<file path="src/mdaf_pkg.sv">
/*
  Shared constants and types for the modem deviation, frequency correction
  and channel filter configuration bank: register indices, field layouts,
  reset values, arithmetic constants and bus answer codes.
  Assumes nothing of its surroundings; imported by every module of the bank.
*/
package mdaf_pkg;

  // register indices; the byte address is the index shifted by two
  localparam logic [7:0] IDX_TXDEV = 8'h0E;
  localparam logic [7:0] IDX_AFC = 8'h0F;
  localparam logic [7:0] IDX_FILT = 8'h10;
  localparam int unsigned ADDR_SHIFT = 32'h2;

  // transmit deviation layout, msb first
  typedef struct packed {
    logic shaping;          // gaussian pulse shaping enable
    logic [2:0] exponent;   // tx_dev_exponent
    logic [3:0] mantissa;   // tx_dev_mantissa
  } mdaf_txdev_t;

  // frequency correction layout, msb first
  typedef struct packed {
    logic [1:0] settling;   // averaging depth select
    logic [1:0] exponent;   // rx_dev_exponent
    logic [3:0] mantissa;   // rx_dev_mantissa
  } mdaf_afc_t;

  // channel filter layout, msb first
  typedef struct packed {
    logic bypass;           // analog anti-alias filter bypass
    logic [1:0] shift;      // decimator_input_shift
    logic [4:0] divisor;    // decimation_divisor field, divisor minus one
  } mdaf_filt_t;

  // reset values
  localparam mdaf_txdev_t TXDEV_RST = '{1'h1, 3'h6, 4'h8};
  localparam mdaf_afc_t AFC_RST = '{2'h2, 2'h1, 4'hC};
  localparam mdaf_filt_t FILT_RST = '{1'h0, 2'h0, 5'h00};

  // averaging modes and the bit-pair counts they select
  typedef enum logic [1:0] {
    AFC_OFF, AFC_ONE_PAIR, AFC_TWO_PAIRS, AFC_FOUR_PAIRS
  } mdaf_afc_mode_t;
  localparam logic [2:0] PAIRS_NONE = 3'h0;
  localparam logic [2:0] PAIRS_ONE = 3'h1;
  localparam logic [2:0] PAIRS_TWO = 3'h2;
  localparam logic [2:0] PAIRS_FOUR = 3'h4;

  // deviation and filter arithmetic
  localparam int unsigned TX_BIAS_LOW_BAND = 32'h10;
  localparam int unsigned TX_BIAS_HIGH_BAND = 32'hF;
  localparam int unsigned RX_BIAS = 32'h3;
  localparam int unsigned RX_DIVIDE = 32'h3;
  localparam int unsigned BAUD_CLK_DIV = 32'h8;
  localparam logic [31:0] CHAN_BW_BASE_HZ = 32'h0004_B000;

  // register select result of an address decode
  typedef enum logic [1:0] {SEL_NONE, SEL_TXDEV, SEL_AFC, SEL_FILT} mdaf_sel_t;

  // bus answer codes
  localparam logic [1:0] RESP_OKAY = 2'h0;
  localparam logic [1:0] RESP_SLVERR = 2'h2;

  // word address decode, shared by the read and write paths
  function automatic mdaf_sel_t reg_sel(input logic [31:0] addr);
    logic [31:0] word;
    word = addr >> ADDR_SHIFT;
    if (word == 32'(IDX_TXDEV)) return SEL_TXDEV;
    if (word == 32'(IDX_AFC)) return SEL_AFC;
    if (word == 32'(IDX_FILT)) return SEL_FILT;
    return SEL_NONE;
  endfunction

endpackage

</file>
<file path="src/mdaf_tx_dev_calc.sv">
/*
  Transmit deviation calculator: turns the deviation mantissa and exponent
  into a deviation in Hz for the current band.
  Assumes the reference frequency in Hz and the band select are steady
  levels from the synthesizer section, on the same clock.
*/
`timescale 1ns/1ps
module mdaf_tx_dev_calc
  import mdaf_pkg::*;
#(
  parameter int unsigned SYNTH_REFERENCE_FREQ_W = 32,
  parameter int unsigned DEV_W = 32
) (
  input wire logic sys_clk_i,
  input wire logic rst_i,
  input wire logic [SYNTH_REFERENCE_FREQ_W-1:0] synth_reference_freq_i,
  input wire logic upper_band_i,
  input wire mdaf_txdev_t txdev_i,
  output logic [DEV_W-1:0] tx_deviation_hz_o
);

  // room for a 4-bit mantissa and a shift of up to seven
  localparam int unsigned PW = SYNTH_REFERENCE_FREQ_W + 11;

  // reference times mantissa, scaled by the exponent and band bias
  wire [PW-1:0] base_w = PW'(synth_reference_freq_i) * PW'(txdev_i.mantissa);
  wire [PW-1:0] scaled_w = base_w << txdev_i.exponent;
  wire [PW-1:0] dev_w = upper_band_i ? (scaled_w >> TX_BIAS_HIGH_BAND)
                                     : (scaled_w >> TX_BIAS_LOW_BAND);

  // registered result; fractions of a Hz are dropped
  always_ff @(posedge sys_clk_i or posedge rst_i) begin
    if (rst_i) begin
      tx_deviation_hz_o <= '0;
    end else begin
      tx_deviation_hz_o <= DEV_W'(dev_w); // RQ3
    end
  end

  // reference model in a different arithmetic form
  function automatic longint ref_dev(input longint f, input longint m,
                                     input longint x, input logic hi);
    return (f * m * (64'h1 << x)) / (hi ? 64'h8000 : 64'h1_0000);
  endfunction
endmodule

</file>
<file path="src/mdaf_rx_path_calc.sv">
/*
  Receive path calculator: baud rate from the modem clock, expected receive
  deviation, and channel filter bandwidth from the decimation divisor.
  Assumes the modem clock frequency in Hz is a steady level from the clock
  section, on the same clock.
*/
`timescale 1ns/1ps
module mdaf_rx_path_calc
  import mdaf_pkg::*;
#(
  parameter int unsigned CLK_W = 32,
  parameter int unsigned BW_W = 20
) (
  input wire logic sys_clk_i,
  input wire logic rst_i,
  input wire logic [CLK_W-1:0] modem_clk_hz_i,
  input wire mdaf_afc_t afc_i,
  input wire mdaf_filt_t filt_i,
  output logic [CLK_W-1:0] baud_rate_o,
  output logic [CLK_W-1:0] rx_deviation_hz_o,
  output logic [BW_W-1:0] chan_filter_bw_hz_o
);

  localparam int unsigned PW = CLK_W + 7;

  // baud is the modem clock over eight
  wire [CLK_W-1:0] baud_w = modem_clk_hz_i / CLK_W'(BAUD_CLK_DIV); // RQ16
  // baud times mantissa times two to the (exponent minus three), over three
  wire [PW-1:0] rx_prod_w = (PW'(baud_w) * PW'(afc_i.mantissa))
                            << afc_i.exponent;
  wire [PW-1:0] rx_dev_w = (rx_prod_w >> RX_BIAS) / PW'(RX_DIVIDE);
  // divisor is field plus one, 1 to 32; a divider, not a table, to stay small
  wire [31:0] div_w = 32'(filt_i.divisor) + 32'h1;
  wire [31:0] bw_w = CHAN_BW_BASE_HZ / div_w;

  // all results registered
  always_ff @(posedge sys_clk_i or posedge rst_i) begin
    if (rst_i) begin
      baud_rate_o <= '0;
      rx_deviation_hz_o <= '0;
      chan_filter_bw_hz_o <= '0;
    end else begin
      baud_rate_o <= baud_w; // RQ16
      rx_deviation_hz_o <= CLK_W'(rx_dev_w); // RQ9
      chan_filter_bw_hz_o <= BW_W'(bw_w); // RQ15
    end
  end
endmodule

</file>
<file path="src/mdaf_cfg_regs.sv">
/*
  Modem deviation, frequency correction and channel filter configuration
  bank: three byte registers behind an AXI4-Lite slave, with decoded field
  outputs and derived deviation and bandwidth figures.
  Assumes one clock, an asynchronous active-high reset, and steady
  frequency inputs from the synthesizer and clock sections.
*/
// Added by the designer: the AXI4-Lite register port.
// Functional notes
// RQ1 - deviation bit 7 enables gaussian shaping
// RQ2 - tx exponent bits 6:4, mantissa bits 3:0
// RQ3 - tx deviation from reference, mantissa, exponent, band
// RQ4 - zero tx mantissa selects on-off keying
// RQ5 - software keeps tx mantissa within 8 to 15
// RQ6 - averaging field picks off, one, two, four pairs
// RQ7 - software prefers four-pair averaging for accuracy
// RQ8 - rx exponent bits 5:4, mantissa bits 3:0
// RQ9 - rx deviation from baud, mantissa, exponent
// RQ10 - software sets rx deviation versus tx deviation
// RQ11 - filter bit 7 bypasses anti-alias filter
// RQ12 - filter bits 6:5 give decimator input shift
// RQ13 - software picks shift from divisor range
// RQ14 - decimation divisor is field plus one
// RQ15 - filter bandwidth is 307.2 kHz over divisor
// RQ16 - baud rate is modem clock over eight
// RQ17 - byte registers readable, writable, reset, prompt
`timescale 1ns/1ps
module mdaf_cfg_regs
  import mdaf_pkg::*;
#(
  parameter int unsigned AXI_AW = 8,
  parameter int unsigned SYNTH_REFERENCE_FREQ_W = 32,
  parameter int unsigned CLK_W = 32,
  parameter int unsigned BW_W = 20
) (
  input wire logic sys_clk_i,
  input wire logic rst_i,
  // axi4-lite write address
  input wire logic [AXI_AW-1:0] s_axi_awaddr_i,
  input wire logic s_axi_awvalid_i,
  output logic s_axi_awready_o,
  // axi4-lite write data
  input wire logic [31:0] s_axi_wdata_i,
  input wire logic [3:0] s_axi_wstrb_i,
  input wire logic s_axi_wvalid_i,
  output logic s_axi_wready_o,
  // axi4-lite write response
  output logic [1:0] s_axi_bresp_o,
  output logic s_axi_bvalid_o,
  input wire logic s_axi_bready_i,
  // axi4-lite read address
  input wire logic [AXI_AW-1:0] s_axi_araddr_i,
  input wire logic s_axi_arvalid_i,
  output logic s_axi_arready_o,
  // axi4-lite read data
  output logic [31:0] s_axi_rdata_o,
  output logic [1:0] s_axi_rresp_o,
  output logic s_axi_rvalid_o,
  input wire logic s_axi_rready_i,
  // figures from the rest of the device
  input wire logic [SYNTH_REFERENCE_FREQ_W-1:0] synth_reference_freq_i,
  input wire logic upper_band_i,
  input wire logic [CLK_W-1:0] modem_clk_hz_i,
  // transmit side controls
  output logic tx_shaping_o,
  output logic [2:0] tx_dev_exponent_o,
  output logic [3:0] tx_dev_mantissa_o,
  output logic ook_mode_o,
  output logic [31:0] tx_deviation_hz_o,
  // frequency correction controls
  output logic afc_enable_o,
  output mdaf_afc_mode_t afc_mode_o,
  output logic [2:0] afc_pairs_o,
  output logic [1:0] rx_dev_exponent_o,
  output logic [3:0] rx_dev_mantissa_o,
  output logic [CLK_W-1:0] baud_rate_o,
  output logic [CLK_W-1:0] rx_deviation_hz_o,
  // channel filter controls
  output logic filter_bypass_o,
  output logic [1:0] decimator_input_shift_o,
  output logic [5:0] decimation_divisor_o,
  output logic [BW_W-1:0] chan_filter_bw_hz_o
);

  // configuration registers
  mdaf_txdev_t txdev_r;     // tx_deviation_setup
  mdaf_txdev_t txdev_nxt;
  mdaf_afc_t afc_r;         // freq_correction_setup
  mdaf_afc_t afc_nxt;
  mdaf_filt_t filt_r;       // channel_filter_setup
  mdaf_filt_t filt_nxt;

  // write channel holding state
  logic aw_held_r;          // write address taken, waiting for data
  logic [AXI_AW-1:0] aw_addr_r;
  logic w_held_r;           // write data taken, waiting for address
  logic [31:0] w_data_r;
  logic [3:0] w_strb_r;
  logic bvalid_r;
  logic [1:0] bresp_r;

  // read channel state
  logic rvalid_r;
  logic [31:0] rdata_r;
  logic [1:0] rresp_r;

  // handshake decode
  wire aw_take_w = s_axi_awvalid_i && s_axi_awready_o;
  wire w_take_w = s_axi_wvalid_i && s_axi_wready_o;
  wire ar_take_w = s_axi_arvalid_i && s_axi_arready_o;
  // one write at a time: both halves in, no answer pending
  wire do_write_w = aw_held_r && w_held_r && !bvalid_r;
  // only lane zero carries register data; upper lanes are ignored
  wire lane0_w = do_write_w && w_strb_r[0];

  // address decode for both directions
  wire mdaf_sel_t wr_sel_w = reg_sel(32'(aw_addr_r));
  wire mdaf_sel_t rd_sel_w = reg_sel(32'(s_axi_araddr_i));
  wire wr_txdev_w = lane0_w && (wr_sel_w == SEL_TXDEV);
  wire wr_afc_w = lane0_w && (wr_sel_w == SEL_AFC);
  wire wr_filt_w = lane0_w && (wr_sel_w == SEL_FILT);
  wire [7:0] wr_byte_w = w_data_r[7:0];

  // read data selection; unmapped words read zero
  wire [7:0] rd_byte_w = (rd_sel_w == SEL_TXDEV) ? txdev_r :
                         (rd_sel_w == SEL_AFC) ? afc_r :
                         (rd_sel_w == SEL_FILT) ? filt_r : 8'h00;

  // next register values: whole-byte loads
  assign txdev_nxt = wr_txdev_w ? mdaf_txdev_t'(wr_byte_w) : txdev_r;
  assign afc_nxt = wr_afc_w ? mdaf_afc_t'(wr_byte_w) : afc_r;
  assign filt_nxt = wr_filt_w ? mdaf_filt_t'(wr_byte_w) : filt_r;

  // ready while the holding slot is free and no response is waiting
  assign s_axi_awready_o = !aw_held_r && !bvalid_r;
  assign s_axi_wready_o = !w_held_r && !bvalid_r;
  assign s_axi_arready_o = !rvalid_r;
  assign s_axi_bvalid_o = bvalid_r;
  assign s_axi_bresp_o = bresp_r;
  assign s_axi_rvalid_o = rvalid_r;
  assign s_axi_rdata_o = rdata_r;
  assign s_axi_rresp_o = rresp_r;

  // register bank; fields load defaults at reset
  always_ff @(posedge sys_clk_i or posedge rst_i) begin
    if (rst_i) begin
      txdev_r <= TXDEV_RST; // RQ1 RQ2
      afc_r <= AFC_RST; // RQ6 RQ8
      filt_r <= FILT_RST; // RQ11 RQ12 RQ14
    end else begin
      txdev_r <= txdev_nxt; // RQ17
      afc_r <= afc_nxt;
      filt_r <= filt_nxt;
    end
  end

  // write address and data are caught in either order
  always_ff @(posedge sys_clk_i or posedge rst_i) begin
    if (rst_i) begin
      aw_held_r <= 1'b0;
      aw_addr_r <= '0;
      w_held_r <= 1'b0;
      w_data_r <= 32'h0000_0000;
      w_strb_r <= 4'h0;
    end else begin
      if (aw_take_w) begin
        aw_held_r <= 1'b1;
        aw_addr_r <= s_axi_awaddr_i;
      end else if (do_write_w) begin
        aw_held_r <= 1'b0;
      end
      if (w_take_w) begin
        w_held_r <= 1'b1;
        w_data_r <= s_axi_wdata_i;
        w_strb_r <= s_axi_wstrb_i;
      end else if (do_write_w) begin
        w_held_r <= 1'b0;
      end
    end
  end

  // write response; unmapped words answer slave error
  always_ff @(posedge sys_clk_i or posedge rst_i) begin
    if (rst_i) begin
      bvalid_r <= 1'b0;
      bresp_r <= RESP_OKAY;
    end else if (do_write_w) begin
      bvalid_r <= 1'b1;
      bresp_r <= (wr_sel_w == SEL_NONE) ? RESP_SLVERR : RESP_OKAY;
    end else if (s_axi_bready_i) begin
      bvalid_r <= 1'b0;
    end
  end

  // read answer is captured in the address cycle
  always_ff @(posedge sys_clk_i or posedge rst_i) begin
    if (rst_i) begin
      rvalid_r <= 1'b0;
      rdata_r <= 32'h0000_0000;
      rresp_r <= RESP_OKAY;
    end else if (ar_take_w) begin
      rvalid_r <= 1'b1;
      rdata_r <= {24'h00_0000, rd_byte_w}; // RQ17
      rresp_r <= (rd_sel_w == SEL_NONE) ? RESP_SLVERR : RESP_OKAY;
    end else if (s_axi_rready_i) begin
      rvalid_r <= 1'b0;
    end
  end

  // field outputs follow the registers directly
  assign tx_shaping_o = txdev_r.shaping; // RQ1
  assign tx_dev_exponent_o = txdev_r.exponent; // RQ2
  assign tx_dev_mantissa_o = txdev_r.mantissa; // RQ2
  // zero tx mantissa means keyed carrier; the rx mantissa plays no part
  assign ook_mode_o = (txdev_r.mantissa == 4'h0); // RQ4
  assign afc_mode_o = mdaf_afc_mode_t'(afc_r.settling); // RQ6
  assign rx_dev_exponent_o = afc_r.exponent; // RQ8
  assign rx_dev_mantissa_o = afc_r.mantissa; // RQ8
  assign filter_bypass_o = filt_r.bypass; // RQ11
  assign decimator_input_shift_o = filt_r.shift; // RQ12
  assign decimation_divisor_o = 6'(filt_r.divisor) + 6'h01; // RQ14

  // averaging off also means a zero average frequency downstream
  always_comb begin
    afc_enable_o = 1'b1;
    case (afc_mode_o)
      AFC_OFF: begin
        afc_enable_o = 1'b0; // RQ6
        afc_pairs_o = PAIRS_NONE;
      end
      AFC_ONE_PAIR: afc_pairs_o = PAIRS_ONE;
      AFC_TWO_PAIRS: afc_pairs_o = PAIRS_TWO;
      AFC_FOUR_PAIRS: afc_pairs_o = PAIRS_FOUR; // RQ6
      default: afc_pairs_o = PAIRS_NONE;
    endcase
  end

  // transmit deviation in Hz for the current band
  mdaf_tx_dev_calc #(
    .SYNTH_REFERENCE_FREQ_W(SYNTH_REFERENCE_FREQ_W),
    .DEV_W(32)
  ) u_tx_dev (
    .sys_clk_i(sys_clk_i),
    .rst_i(rst_i),
    .synth_reference_freq_i(synth_reference_freq_i),
    .upper_band_i(upper_band_i),
    .txdev_i(txdev_r),
    .tx_deviation_hz_o(tx_deviation_hz_o)
  );

  // baud, expected receive deviation and filter bandwidth
  mdaf_rx_path_calc #(
    .CLK_W(CLK_W),
    .BW_W(BW_W)
  ) u_rx_path (
    .sys_clk_i(sys_clk_i),
    .rst_i(rst_i),
    .modem_clk_hz_i(modem_clk_hz_i),
    .afc_i(afc_r),
    .filt_i(filt_r),
    .baud_rate_o(baud_rate_o),
    .rx_deviation_hz_o(rx_deviation_hz_o),
    .chan_filter_bw_hz_o(chan_filter_bw_hz_o)
  );
endmodule

</file>
<file path="config.mk">
export PLATFORM = sky130hd
export DESIGN_NAME = mdaf_cfg_regs
export DESIGN_NICKNAME = d
export VERILOG_FILES = /design/src/mdaf_pkg.sv /design/src/mdaf_tx_dev_calc.sv /design/src/mdaf_rx_path_calc.sv /design/src/mdaf_cfg_regs.sv
export SDC_FILE = /design/constraint.sdc
export NUM_CORES = 1
export LEC_CHECK = 0
export BUFFER_PORTS_ARGS = -buffer_cell sky130_fd_sc_hd__buf_2
export CORE_UTILIZATION = 35
export CTS_CLUSTER_SIZE = 24
export DETAILED_ROUTE_END_ITERATION = 10
export GPL_TIMING_DRIVEN = 0
export PLACE_DENSITY = 0.55
export SYNTH_ARGS = -nofsm -noshare
export SYNTH_HDL_FRONTEND = slang
export SYNTH_HIERARCHICAL = 1
export SYNTH_SLANG_ARGS = --single-unit
</file>
<file path="constraint.sdc">
create_clock -name sys_clk_i -period 94.9 [get_ports sys_clk_i]
set_input_delay 4.745 -clock sys_clk_i [delete_from_list [all_inputs] [get_ports sys_clk_i]]
set_output_delay 4.745 -clock sys_clk_i [all_outputs]
set_load 0.01 [all_outputs]
</file>
; ---- Word-level counts from Yosys, hierarchy flattened
; Index checks and enable logic that the tools add are counted.
[word_totals]
mem_count = 0
out_inout_bits = 187
romBits = 0
latchBits = 0
ramBits = 0
reg_bits = 166
[op_classes]
n_bitwise = 0
mux = 39
addsub = 2
n_shift = 2
n_lt_le_gt_ge = 0
n_eq_ne = 15
reduce_logical = 23
div_mod_pow = 2
multipliers = 2
[ops]
columns = cell, count
row1 = $shl 36x3->43, 1
row2 = $div 36x2->39 const B, 1
row3 = $shl 36x2->39, 1
row4 = $mul 32x4->36, 1
row5 = $mul 29x4->33, 1
row6 = $div 19x32->32 const A, 1
row7 = $mux 2, 14
row8 = $mux 28, 1
row9 = $eq 6x4->1 const B, 4
row10 = $mux 8, 3
row11 = $mux 1, 20
row12 = $add 5x1->6 const B, 2
row13 = $eq 2x2->1 const B, 6
row14 = $eq 6x5->1 const B, 2
row15 = $pmux 3 s4, 1
row16 = $logic_and 1x1->1, 11
row17 = $reduce_bool 2->1, 4
row18 = $eq 2x1->1 const B, 3
row19 = $logic_not 2->1, 3
row20 = $logic_not 1->1, 4
row21 = $logic_not 4->1, 1

; ---- Longest topological paths before layout
; Gate-level depths: netlist (run 1).
[logic_depth]
word_depth = 12
depth_mapped = 393
depth_no_buf = 349

; ---- By module
; The synthesis (run 1) kept the hierarchy.
[modules_own_cells]
columns = module, n_inst, seq_area_each_um2, cells_per_inst, area_each_um2
row1 = mdaf_rx_path_calc, 1, 2026.9, 4051, 29082.9
row2 = mdaf_tx_dev_calc, 1, 700.7, 861, 6811.5
row3 = mdaf_cfg_regs, 1, 1336.3, 226, 2657.5

; ---- Least setup slack after synthesis (run 1)
; No wires, ideal clock.
[synth_path]
kind = register -> register
start = register filt_r[0] in the netlist's numbering
end = register u_rx_path.chan_filter_bw_hz_o[0]
required_ps = 94762
path_stages_with_launch = 376
slack_ps = 25287
setup_time_ps = 138
n_path_buf = 41
arrival_ps = 69474
path_cell_list = dfrtp_1 ha_1 buf_2 xnor2_1 nand3_1 nor2_1 ha_1 a21oi_2 nand3_1 a211oi_1 ha_1 nand2_1 or4b_4 o21ai_2 a21oi_1 a31oi_1 ha_1 o21ai_0 (+340 left out) nor2b_1 nor2_1 nand3b_1 nor2_1 nand4_1 buf_1 nor2_1 a21oi_1 ha_1 a21oi_1 nor2b_1 o21ai_0 nand4_1 nor3_1 o21ai_0 nor4_1 nand4b_1 or4_1
[synth_via]
elab_chain_len = 2
[synth_rtl]
columns = item, line_no
row1 = "start, declared", mdaf_cfg_regs.sv:90  ; mdaf_filt_t filt_r;
row2 = "start signal, assigned", mdaf_cfg_regs.sv:153  ; filt_r <= filt_nxt;
row3 = $add 5x1->6, mdaf_rx_path_calc.sv:33  ; wire [31:0] div_w = 32'(filt_i.divisor) + 32'h1;
row4 = $div 19x32->32, mdaf_rx_path_calc.sv:34  ; wire [31:0] bw_w = CHAN_BW_BASE_HZ / div_w;
row5 = named net u_rx_path.bw_w[0], mdaf_rx_path_calc.sv:34
row6 = "end signal, assigned", mdaf_rx_path_calc.sv:45  ; chan_filter_bw_hz_o <= BW_W'(bw_w);
row7 = "end, declared", mdaf_rx_path_calc.sv:21  ; output logic [BW_W-1:0] chan_filter_bw_hz_o
; The timed path passes the listed nets, and every way through them passes these cells.
; A chain may end at the register's enable or synchronous reset.

; ---- Worst setup path after layout (run 1)
[layout_path]
start = register filt_r[1] in the netlist's numbering
end = register u_rx_path.chan_filter_bw_hz_o[0]
; The elaborated chain is that of the path after synthesis.

==> impl_metrics.py, run 1 <==
metrics = {
    "cts": {
        "clock_path_buffers": 2,
        "clock-root-buffer": "clkbuf_16",
        "cts_sinks": 162,
        "cts_made_buffers": 17,
        "h-tree-depth": 4,
        "cts_tree": "done",
        "clk_latency_ns": 0.50,
        "clk_pin_slew_ns": 0.08,
        "cts_setup_buffers": 0,
    },
    "job": {
        "maxCapViolations": 0,
    },
    "global_route": {
        "grt_pass1_vias": 37098,
        "grt-ovfl-total": 0,
        "antenna_found_initial": 6,
        "grt_pass1_wl_um": 200000,
        "grt_max_degree": 50,
        "track_usage_pct": 21.6,
    },
    "timing": {
        "drv_slew": 0,
        "maxSlewHeadroom_pct": 24.4,
        "finalWorstSetupSlack_ns": 7.96,
        "finalHoldViolCount": 0,
        "post-route-min-period_ns": 86.94,
        "clock_skew_ns": 0.0144,
        "rsz0062_at_grt": "no",
        "tightest_slew_ns": 1.13,
        "totalNegativeSetupSlack_ns": 0,
        "timing.hold.ws_ns": 0.488,
        "min_period_over_period_pct": 91.6,
        "fmax_mhz": 11.5,
        "finalSetupViolCount": 0,
    },
    "floorplanning": {
        "initial_core_util_pct": 35.4,
        "rows": 121,
        "fp.dieH_um": 334,
        "die_area_mm2": 0.111,
        "ioPinCount": 311,
        "coreArea_mm2": 0.109,
        "dieWidth_um": 334,
    },
    "critical_path": {
        "critical_path.slowest_cell": "ha_4",
        "worstSetupPathType": "flop to flop",
        "cp_max_fo": 28,
        "cp_data_arrival_time_ns": 87.29,
        "crit_required_ns": 95.25,
        "path_buf_inv": 56,
        "crit_family": "compound AO/OA/AOI/OAI gates",
        "end_kind": "flop",
        "crit_top_cell": "o21ai_0",
        "slowest_delay_ns": 0.69,
        "cp-start-kind": "flop",
    },
    "drt": {
        "num_vias": 39633,
        "drtIter0Drc": 2563,
        "drt_pass1_iterations": 6,
        "vias_per_cell": 5.77,
        "drc": 0,
        "ant_nets": 0,
        "wire_per_inst_um": 18.1,
        "wl_um": 124000,
    },
    "cells_and_area": {
        "fin_nets": 5900,
        "n_fill_cell": 11583,
        "fin_area_mm2": 0.0425,
        "final_cell_mix": "433 x nand2_1, 365 x nor2_1, 355 x a21oi_1, 315 x inv_1, 290 x buf_2",
        "drive_above_1_share_pct": 12.6,
        "syn2layout_area_growth_pct": 10.2,
        "layout_commonest_cell": "nand2_1",
    },
    "run_status": {
        "status": "finished, final reports clean",
    },
    "placement": {
        "place.gp.congestion": 0.894,
        "port_buffers": 243,
        "dpl_cell_area_mm2": 0.0419,
        "dp_hpwl_um": 101000,
        "dp_slack_ns": 7.92,
    },
    "synthesis": {
        "synth_cells": 5138,
        "ys.flop_type": "dfrtp_1",
        "synth-seq-area-share_pct": 10.5,
        "yosysWarningCount": 6,
        "synthDistinctLibCells": 150,
        "postSynth.asyncResetShare_pct": 100,
        "syn_area_per_cell_um2": 7.50,
        "synth-edff-count": 0,
        "ys_ff_latch": 162,
        "synth.cell_area_mm2": 0.0386,
    },
    "hold_path": {
        "hold_class": "flop to flop",
    },
}
[state kept, by name, indices dropped and copies added, names as in the netlist, 2 cells and up]
register                       count
u_rx_path/chan_filter_bw_hz_o     20
afc_mode_o                         2
decimator_input_shift_o            2
rx_dev_exponent_o                  2
w_data_r                           8
aw_addr_r                          6
filt_r                             5
u_rx_path/baud_rate_o             29
u_rx_path/rx_deviation_hz_o       32
rx_dev_mantissa_o                  4
tx_dev_mantissa_o                  4
tx_dev_exponent_o                  3
s_axi_rdata_o                      8
u_tx_dev/tx_deviation_hz_o        28
[logic make-up (layout without fill, tap and decap cells)]
kind of cell	count (synthesis)	count (layout)	share of synthesized area, %
adder cells (fa/ha/maj)	338	338	13.2
flip-flops	162	162	10.5
AND/OR/NAND/NOR	1957	1957	27.4
AO/OA/AOI/OAI	1527	1527	28.2
buffers and inverters	586	872	6.48
XOR/XNOR	324	324	7.49
multiplexers	241	241	6.76
other	3	38	0.0292
[path summary, 6_finish.rpt]
kind                       slack (ns)  depth (start not counted)                                    endpoint                         start
setup / recovery                 7.96                        378  u_rx_path/chan_filter_bw_hz_o[0]$_DFF_PP0_         filt_r[1]$_DFFE_PP0P_
hold / removal                   0.49                          2                s_axi_bresp_o[1]$_DFFE_PP0P_  s_axi_bresp_o[1]$_DFFE_PP0P_
setup reg to reg                 7.96                        378  u_rx_path/chan_filter_bw_hz_o[0]$_DFF_PP0_         filt_r[1]$_DFFE_PP0P_
hold reg to reg                  0.49                          2                s_axi_bresp_o[1]$_DFFE_PP0P_  s_axi_bresp_o[1]$_DFFE_PP0P_
max in group asynchronous       89.67                          2    u_tx_dev/tx_deviation_hz_o[15]$_DFF_PP0_                         rst_i
min in group asynchronous        4.35                          2            tx_dev_exponent_o[0]$_DFFE_PP0P_                         rst_i
[cell type report]
| cell class | count | area, um2 | area share [%] |
|---|---|---|---|
| diodes | 5 | 12.5 | 0.0294 |
| plain buffers | 249 | 1230 | 2.90 |
| clock buffers | 17 | 425 | 1.00 |
| clock inverters | 15 | 185 | 0.436 |
| inverters | 337 | 1270 | 2.99 |
| multi-input cells | 4420 | 32100 | 75.6 |
| flip-flops and latches | 162 | 4060 | 9.56 |
| well taps | 1414 | 1770 | 4.16 |
| repair buffers | 254 | 1400 | 3.29 |
[worst min-delay path, cell delays in order (launching register included)]
cell     delay, ns
dfrtp_1       0.35
nand2_1       0.05
o31ai_1       0.05
[cells in the mapped netlist (58+ instances only)]
master | count | area share [%]
inv_1 | 317 | 3.1
a211oi_1 | 78 | 1.5
fa_1 | 113 | 5.9
mux2i_1 | 146 | 3.8
xor2_1 | 103 | 2.3
nor2_1 | 365 | 3.6
nor3_1 | 169 | 2.2
xnor2_1 | 217 | 4.9
nand2_1 | 433 | 4.2
nand3_1 | 141 | 1.8
o21a_1 | 70 | 1.4
a31oi_1 | 82 | 1.3
clkbuf_1 | 132 | 1.3
a21o_1 | 109 | 2.1
a21oi_1 | 355 | 4.6
and3_1 | 58 | 0.94
dfrtp_1 | 154 | 10
nand2b_1 | 72 | 1.2
ha_1 | 222 | 7.2
nand4_1 | 65 | 1.1
and2_1 | 257 | 4.2
o21ai_0 | 215 | 2.8
mux2_2 | 70 | 2.0
[routing by layer]
layer / share of wire [%] / wire length (um) / vias up / global-route usage, %
met5: 0 / 0 / - / 0
met4: 1.3 / 1660 / 0 / 4.28
met3: 3.7 / 4570 / 106 / 1.93
met2: 46 / 57200 / 893 / 35.7
met1: 49 / 60700 / 19058 / 30.5
li1: - / - / 19576 / -
[timing repair]
item                                    4_1_cts  5_1_grt
endpoints found under the setup margin        0        1
gates resized for setup                       0        4
hold buffers                                  0        0
[stage by stage]
| step | cells | util [%] |
|---|---|---|
| after floorplan | 5168 | - |
| after global placement | 6825 | 38.2 |
| after detailed placement | 6836 | 38.4 |
| after CTS | 6868 | 39.0 |
| after global routing | 6871 | 39.0 |
| final | 6873 | 39.0 |
Power of run 1 is not shown: default switching activity piles up to over one toggle a cycle in this logic, so the estimate is an artifact.
==> inputs of run 2 (changes only) <==
--- a/config.mk
+++ b/config.mk
@@ -5,6 +5,7 @@
 export SDC_FILE = /design/constraint.sdc
 export NUM_CORES = 1
 export LEC_CHECK = 0
+export ABC_AREA = 1
 export BUFFER_PORTS_ARGS = -buffer_cell sky130_fd_sc_hd__buf_2
 export CORE_UTILIZATION = 35
 export CTS_CLUSTER_SIZE = 24
==> run 2 against run 1 <==
Clock-buffer cell count grew 1. Synthesized cell count increased by 41%. Worst setup slack improved by 26 ns. Wire length is 12% higher. Via count increased by 15%. Register-to-register slack improved by 26 ns. Largest cell class unchanged.
==> impl_metrics.py, run 2 <==
metrics = {
    "run_status": {
        "status": "finished, final reports clean",
    },
    "cts": {
        "clk_latency_ns": 0.55,
        "cts_made_buffers": 17,
        "cts_setup_buffers": 0,
        "h-tree-depth": 4,
        "holdBufCountCts": 0,
        "clk_pin_slew_ns": 0.07,
        "cts_resized": 0,
        "cts_sinks": 162,
        "clock-root-buffer": "clkbuf_16",
        "clock_path_buffers": 2,
        "cts_tree": "done",
    },
    "critical_path": {
        "crit_top_cell": "inv_1",
        "crit_required_ns": 95.26,
        "r2r_setup_slack_ns": 33.85,
        "critical_path.slowest_cell": "nand2_2",
        "cp_max_fo": 30,
        "end_kind": "flop",
        "cp-start-kind": "flop",
        "cp_data_arrival_time_ns": 61.41,
        "worstSetupPathType": "flop to flop",
        "slowest_delay_ns": 0.86,
    },
    "timing": {
        "tightest_slew_ns": 1.25,
        "drv_slew": 0,
        "post-route-min-period_ns": 61.05,
        "clock_skew_ns": 0.0203,
        "min_period_over_period_pct": 64.3,
        "fmax_mhz": 16.4,
        "finalSetupViolCount": 0,
        "finalWorstSetupSlack_ns": 33.85,
        "totalNegativeSetupSlack_ns": 0,
        "finalHoldViolCount": 0,
        "maxSlewHeadroom_pct": 16.6,
        "rsz0062_at_grt": "no",
    },
    "job": {
        "maxCapViolations": 0,
    },
    "synthesis": {
        "ys.flop_type": "dfrtp_1",
        "ys_ff_latch": 162,
        "synth.top_cell.area_share_pct": 17.3,
        "yosysWarningCount": 6,
        "synth.cells.most_frequent": "1966 x nand2_1, 1182 x inv_1, 742 x nand3_1, 668 x nor2_1, 258 x o21ai_0",
        "synth_cells": 7261,
        "yosysTopAreaCell": "nand2_1",
        "synth-edff-count": 0,
        "synth-seq-area-share_pct": 9.52,
        "syn_area_per_cell_um2": 5.88,
        "synth.cell_area_mm2": 0.0427,
        "yosys-top-cells-area": "nand2_1 17%, inv_1 10%, dfrtp_1 9.0%",
        "synthDistinctLibCells": 75,
        "synth.most_common_cell": "nand2_1",
        "postSynth.asyncResetShare_pct": 100,
    },
    "cells_and_area": {
        "fin_nets": 8018,
        "drive_above_1_share_pct": 14.8,
        "final_cell_mix": "1965 x nand2_1, 1180 x inv_1, 742 x nand3_1, 668 x nor2_1, 258 x o21ai_0",
        "largest_reg_flops": 32,
        "largest_registers": "u_rx_path/rx_deviation_hz_o (32), u_rx_path/baud_rate_o (29), u_tx_dev/tx_deviation_hz_o (28)",
        "n_fill_cell": 13412,
        "syn2layout_area_growth_pct": 9.63,
        "regMostFlops": "u_rx_path/rx_deviation_hz_o",
        "layout_commonest_cell": "nand2_1",
    },
    "drt": {
        "num_vias": 45523,
        "ant_nets": 0,
        "drc": 0,
        "drtIter0Drc": 3129,
        "vias_per_cell": 4.96,
        "wire_per_inst_um": 15.2,
        "wl_um": 139000,
        "drt_pass1_iterations": 6,
    },
    "global_route": {
        "track_usage_pct": 22.4,
        "grt_pass1_vias": 42553,
        "antenna_found_initial": 5,
        "grt_max_degree": 42,
        "grt_pass1_wl_um": 224000,
        "grt-ovfl-total": 0,
    },
    "placement": {
        "dp_hpwl_um": 118000,
        "place.gp.congestion": 0.952,
        "dp_slack_ns": 34.48,
        "port_buffers": 242,
    },
    "floorplanning": {
        "fp.dieH_um": 351,
        "ioPinCount": 311,
        "die_area_mm2": 0.123,
        "initial_core_util_pct": 35.4,
        "rows": 127,
        "coreArea_mm2": 0.120,
        "dieWidth_um": 351,
    },
    "hold_path": {
        "hold_class": "flop to flop",
    },
}
==> run 2: cell count changes in the layout (fill, tap and decap cells not counted), moves of 99 or more <==
cell     change
nand2_2    +173
nand2_1   +1532
nand3_1    +601
a21o_1      -99
xnor2_1    -127
nand4_1    +137
nor2_1     +303
mux2i_1    -141
and2_1     -246
inv_1      +865
nand3_2    +116
nor3_1     -116
a21oi_1    -103
==> run 2: kinds of logic after synthesis <==
group                      after synthesis  synth area share [%]
and+or+nand+nor                       4277                  48.8
other                                    3                0.0264
AOI/OAI and AO/OA                      723                  9.53
buffers and inverters                 1494                  14.8
adders and majority gates              335                  11.8
xor gates and xnor gates               257                  5.29
DFF                                    162                  9.52
muxes                                   10                 0.249
==> run 2: worst paths after layout <==
kind / from / to / cells past startpoint
min in group asynchronous: rst_i / filt_r[0]$_DFFE_PP0P_ / 2
max reg2reg: filt_r[0]$_DFFE_PP0P_ / u_rx_path/chan_filter_bw_hz_o[0]$_DFF_PP0_ / 333
max: filt_r[0]$_DFFE_PP0P_ / u_rx_path/chan_filter_bw_hz_o[0]$_DFF_PP0_ / 333
min: w_data_r[1]$_DFFE_PP0P_ / filt_r[1]$_DFFE_PP0P_ / 2
min reg2reg: w_data_r[1]$_DFFE_PP0P_ / filt_r[1]$_DFFE_PP0P_ / 2
max in group asynchronous: rst_i / u_tx_dev/tx_deviation_hz_o[13]$_DFF_PP0_ / 2
==> run 2: area by class of cell <==
cell class / instances / area, um2 / share of cell area [%]
flip-flops and latches: 162 / 4060 / 8.68
clock buffers: 18 / 429 / 0.917
diodes: 1 / 2.50 / 0.00535
well taps: 1612 / 2020 / 4.31
plain buffers: 164 / 1240 / 2.66
clock inverters: 14 / 170 / 0.364
inverters: 1330 / 5090 / 10.9
multi-input cells: 5635 / 32400 / 69.3
repair buffers: 249 / 1360 / 2.91
==> run 2: metrics by stage <==
stage / hold slack, ns / cell area, um2 / util, % / std cells
finish: 0.467 / 46800 / 38.9 / 9185
CTS: 0.469 / 46800 / 38.8 / 9184
floorplan: 0.449 / 42800 / - / 7291
detailed placement: 0.458 / 46200 / 38.4 / 9152
global route: 0.498 / 46800 / 38.8 / 9184
global placement: 0.453 / 46000 / 38.2 / 9145
==> run 2: worst max-delay path, delay by kind of cell (launching register included) <==
kind	cells	cell delay, ns
adder cells (fa/ha/maj)	31	10.21
buffers and inverters	74	10.10
AO/OA/AOI/OAI	80	17.12
AND/OR/NAND/NOR	148	22.40
flip-flops	1	0.79
==> run 2: per-layer routing <==
layer	part of all wire [%]	track usage, %	routed length (um)
met1	48	30.5	66800
met3	4.0	1.93	5570
met5	0.011	0	15
met4	1.6	4.95	2240
met2	47	38.3	64900
Power of run 2 is left out for the same reason.
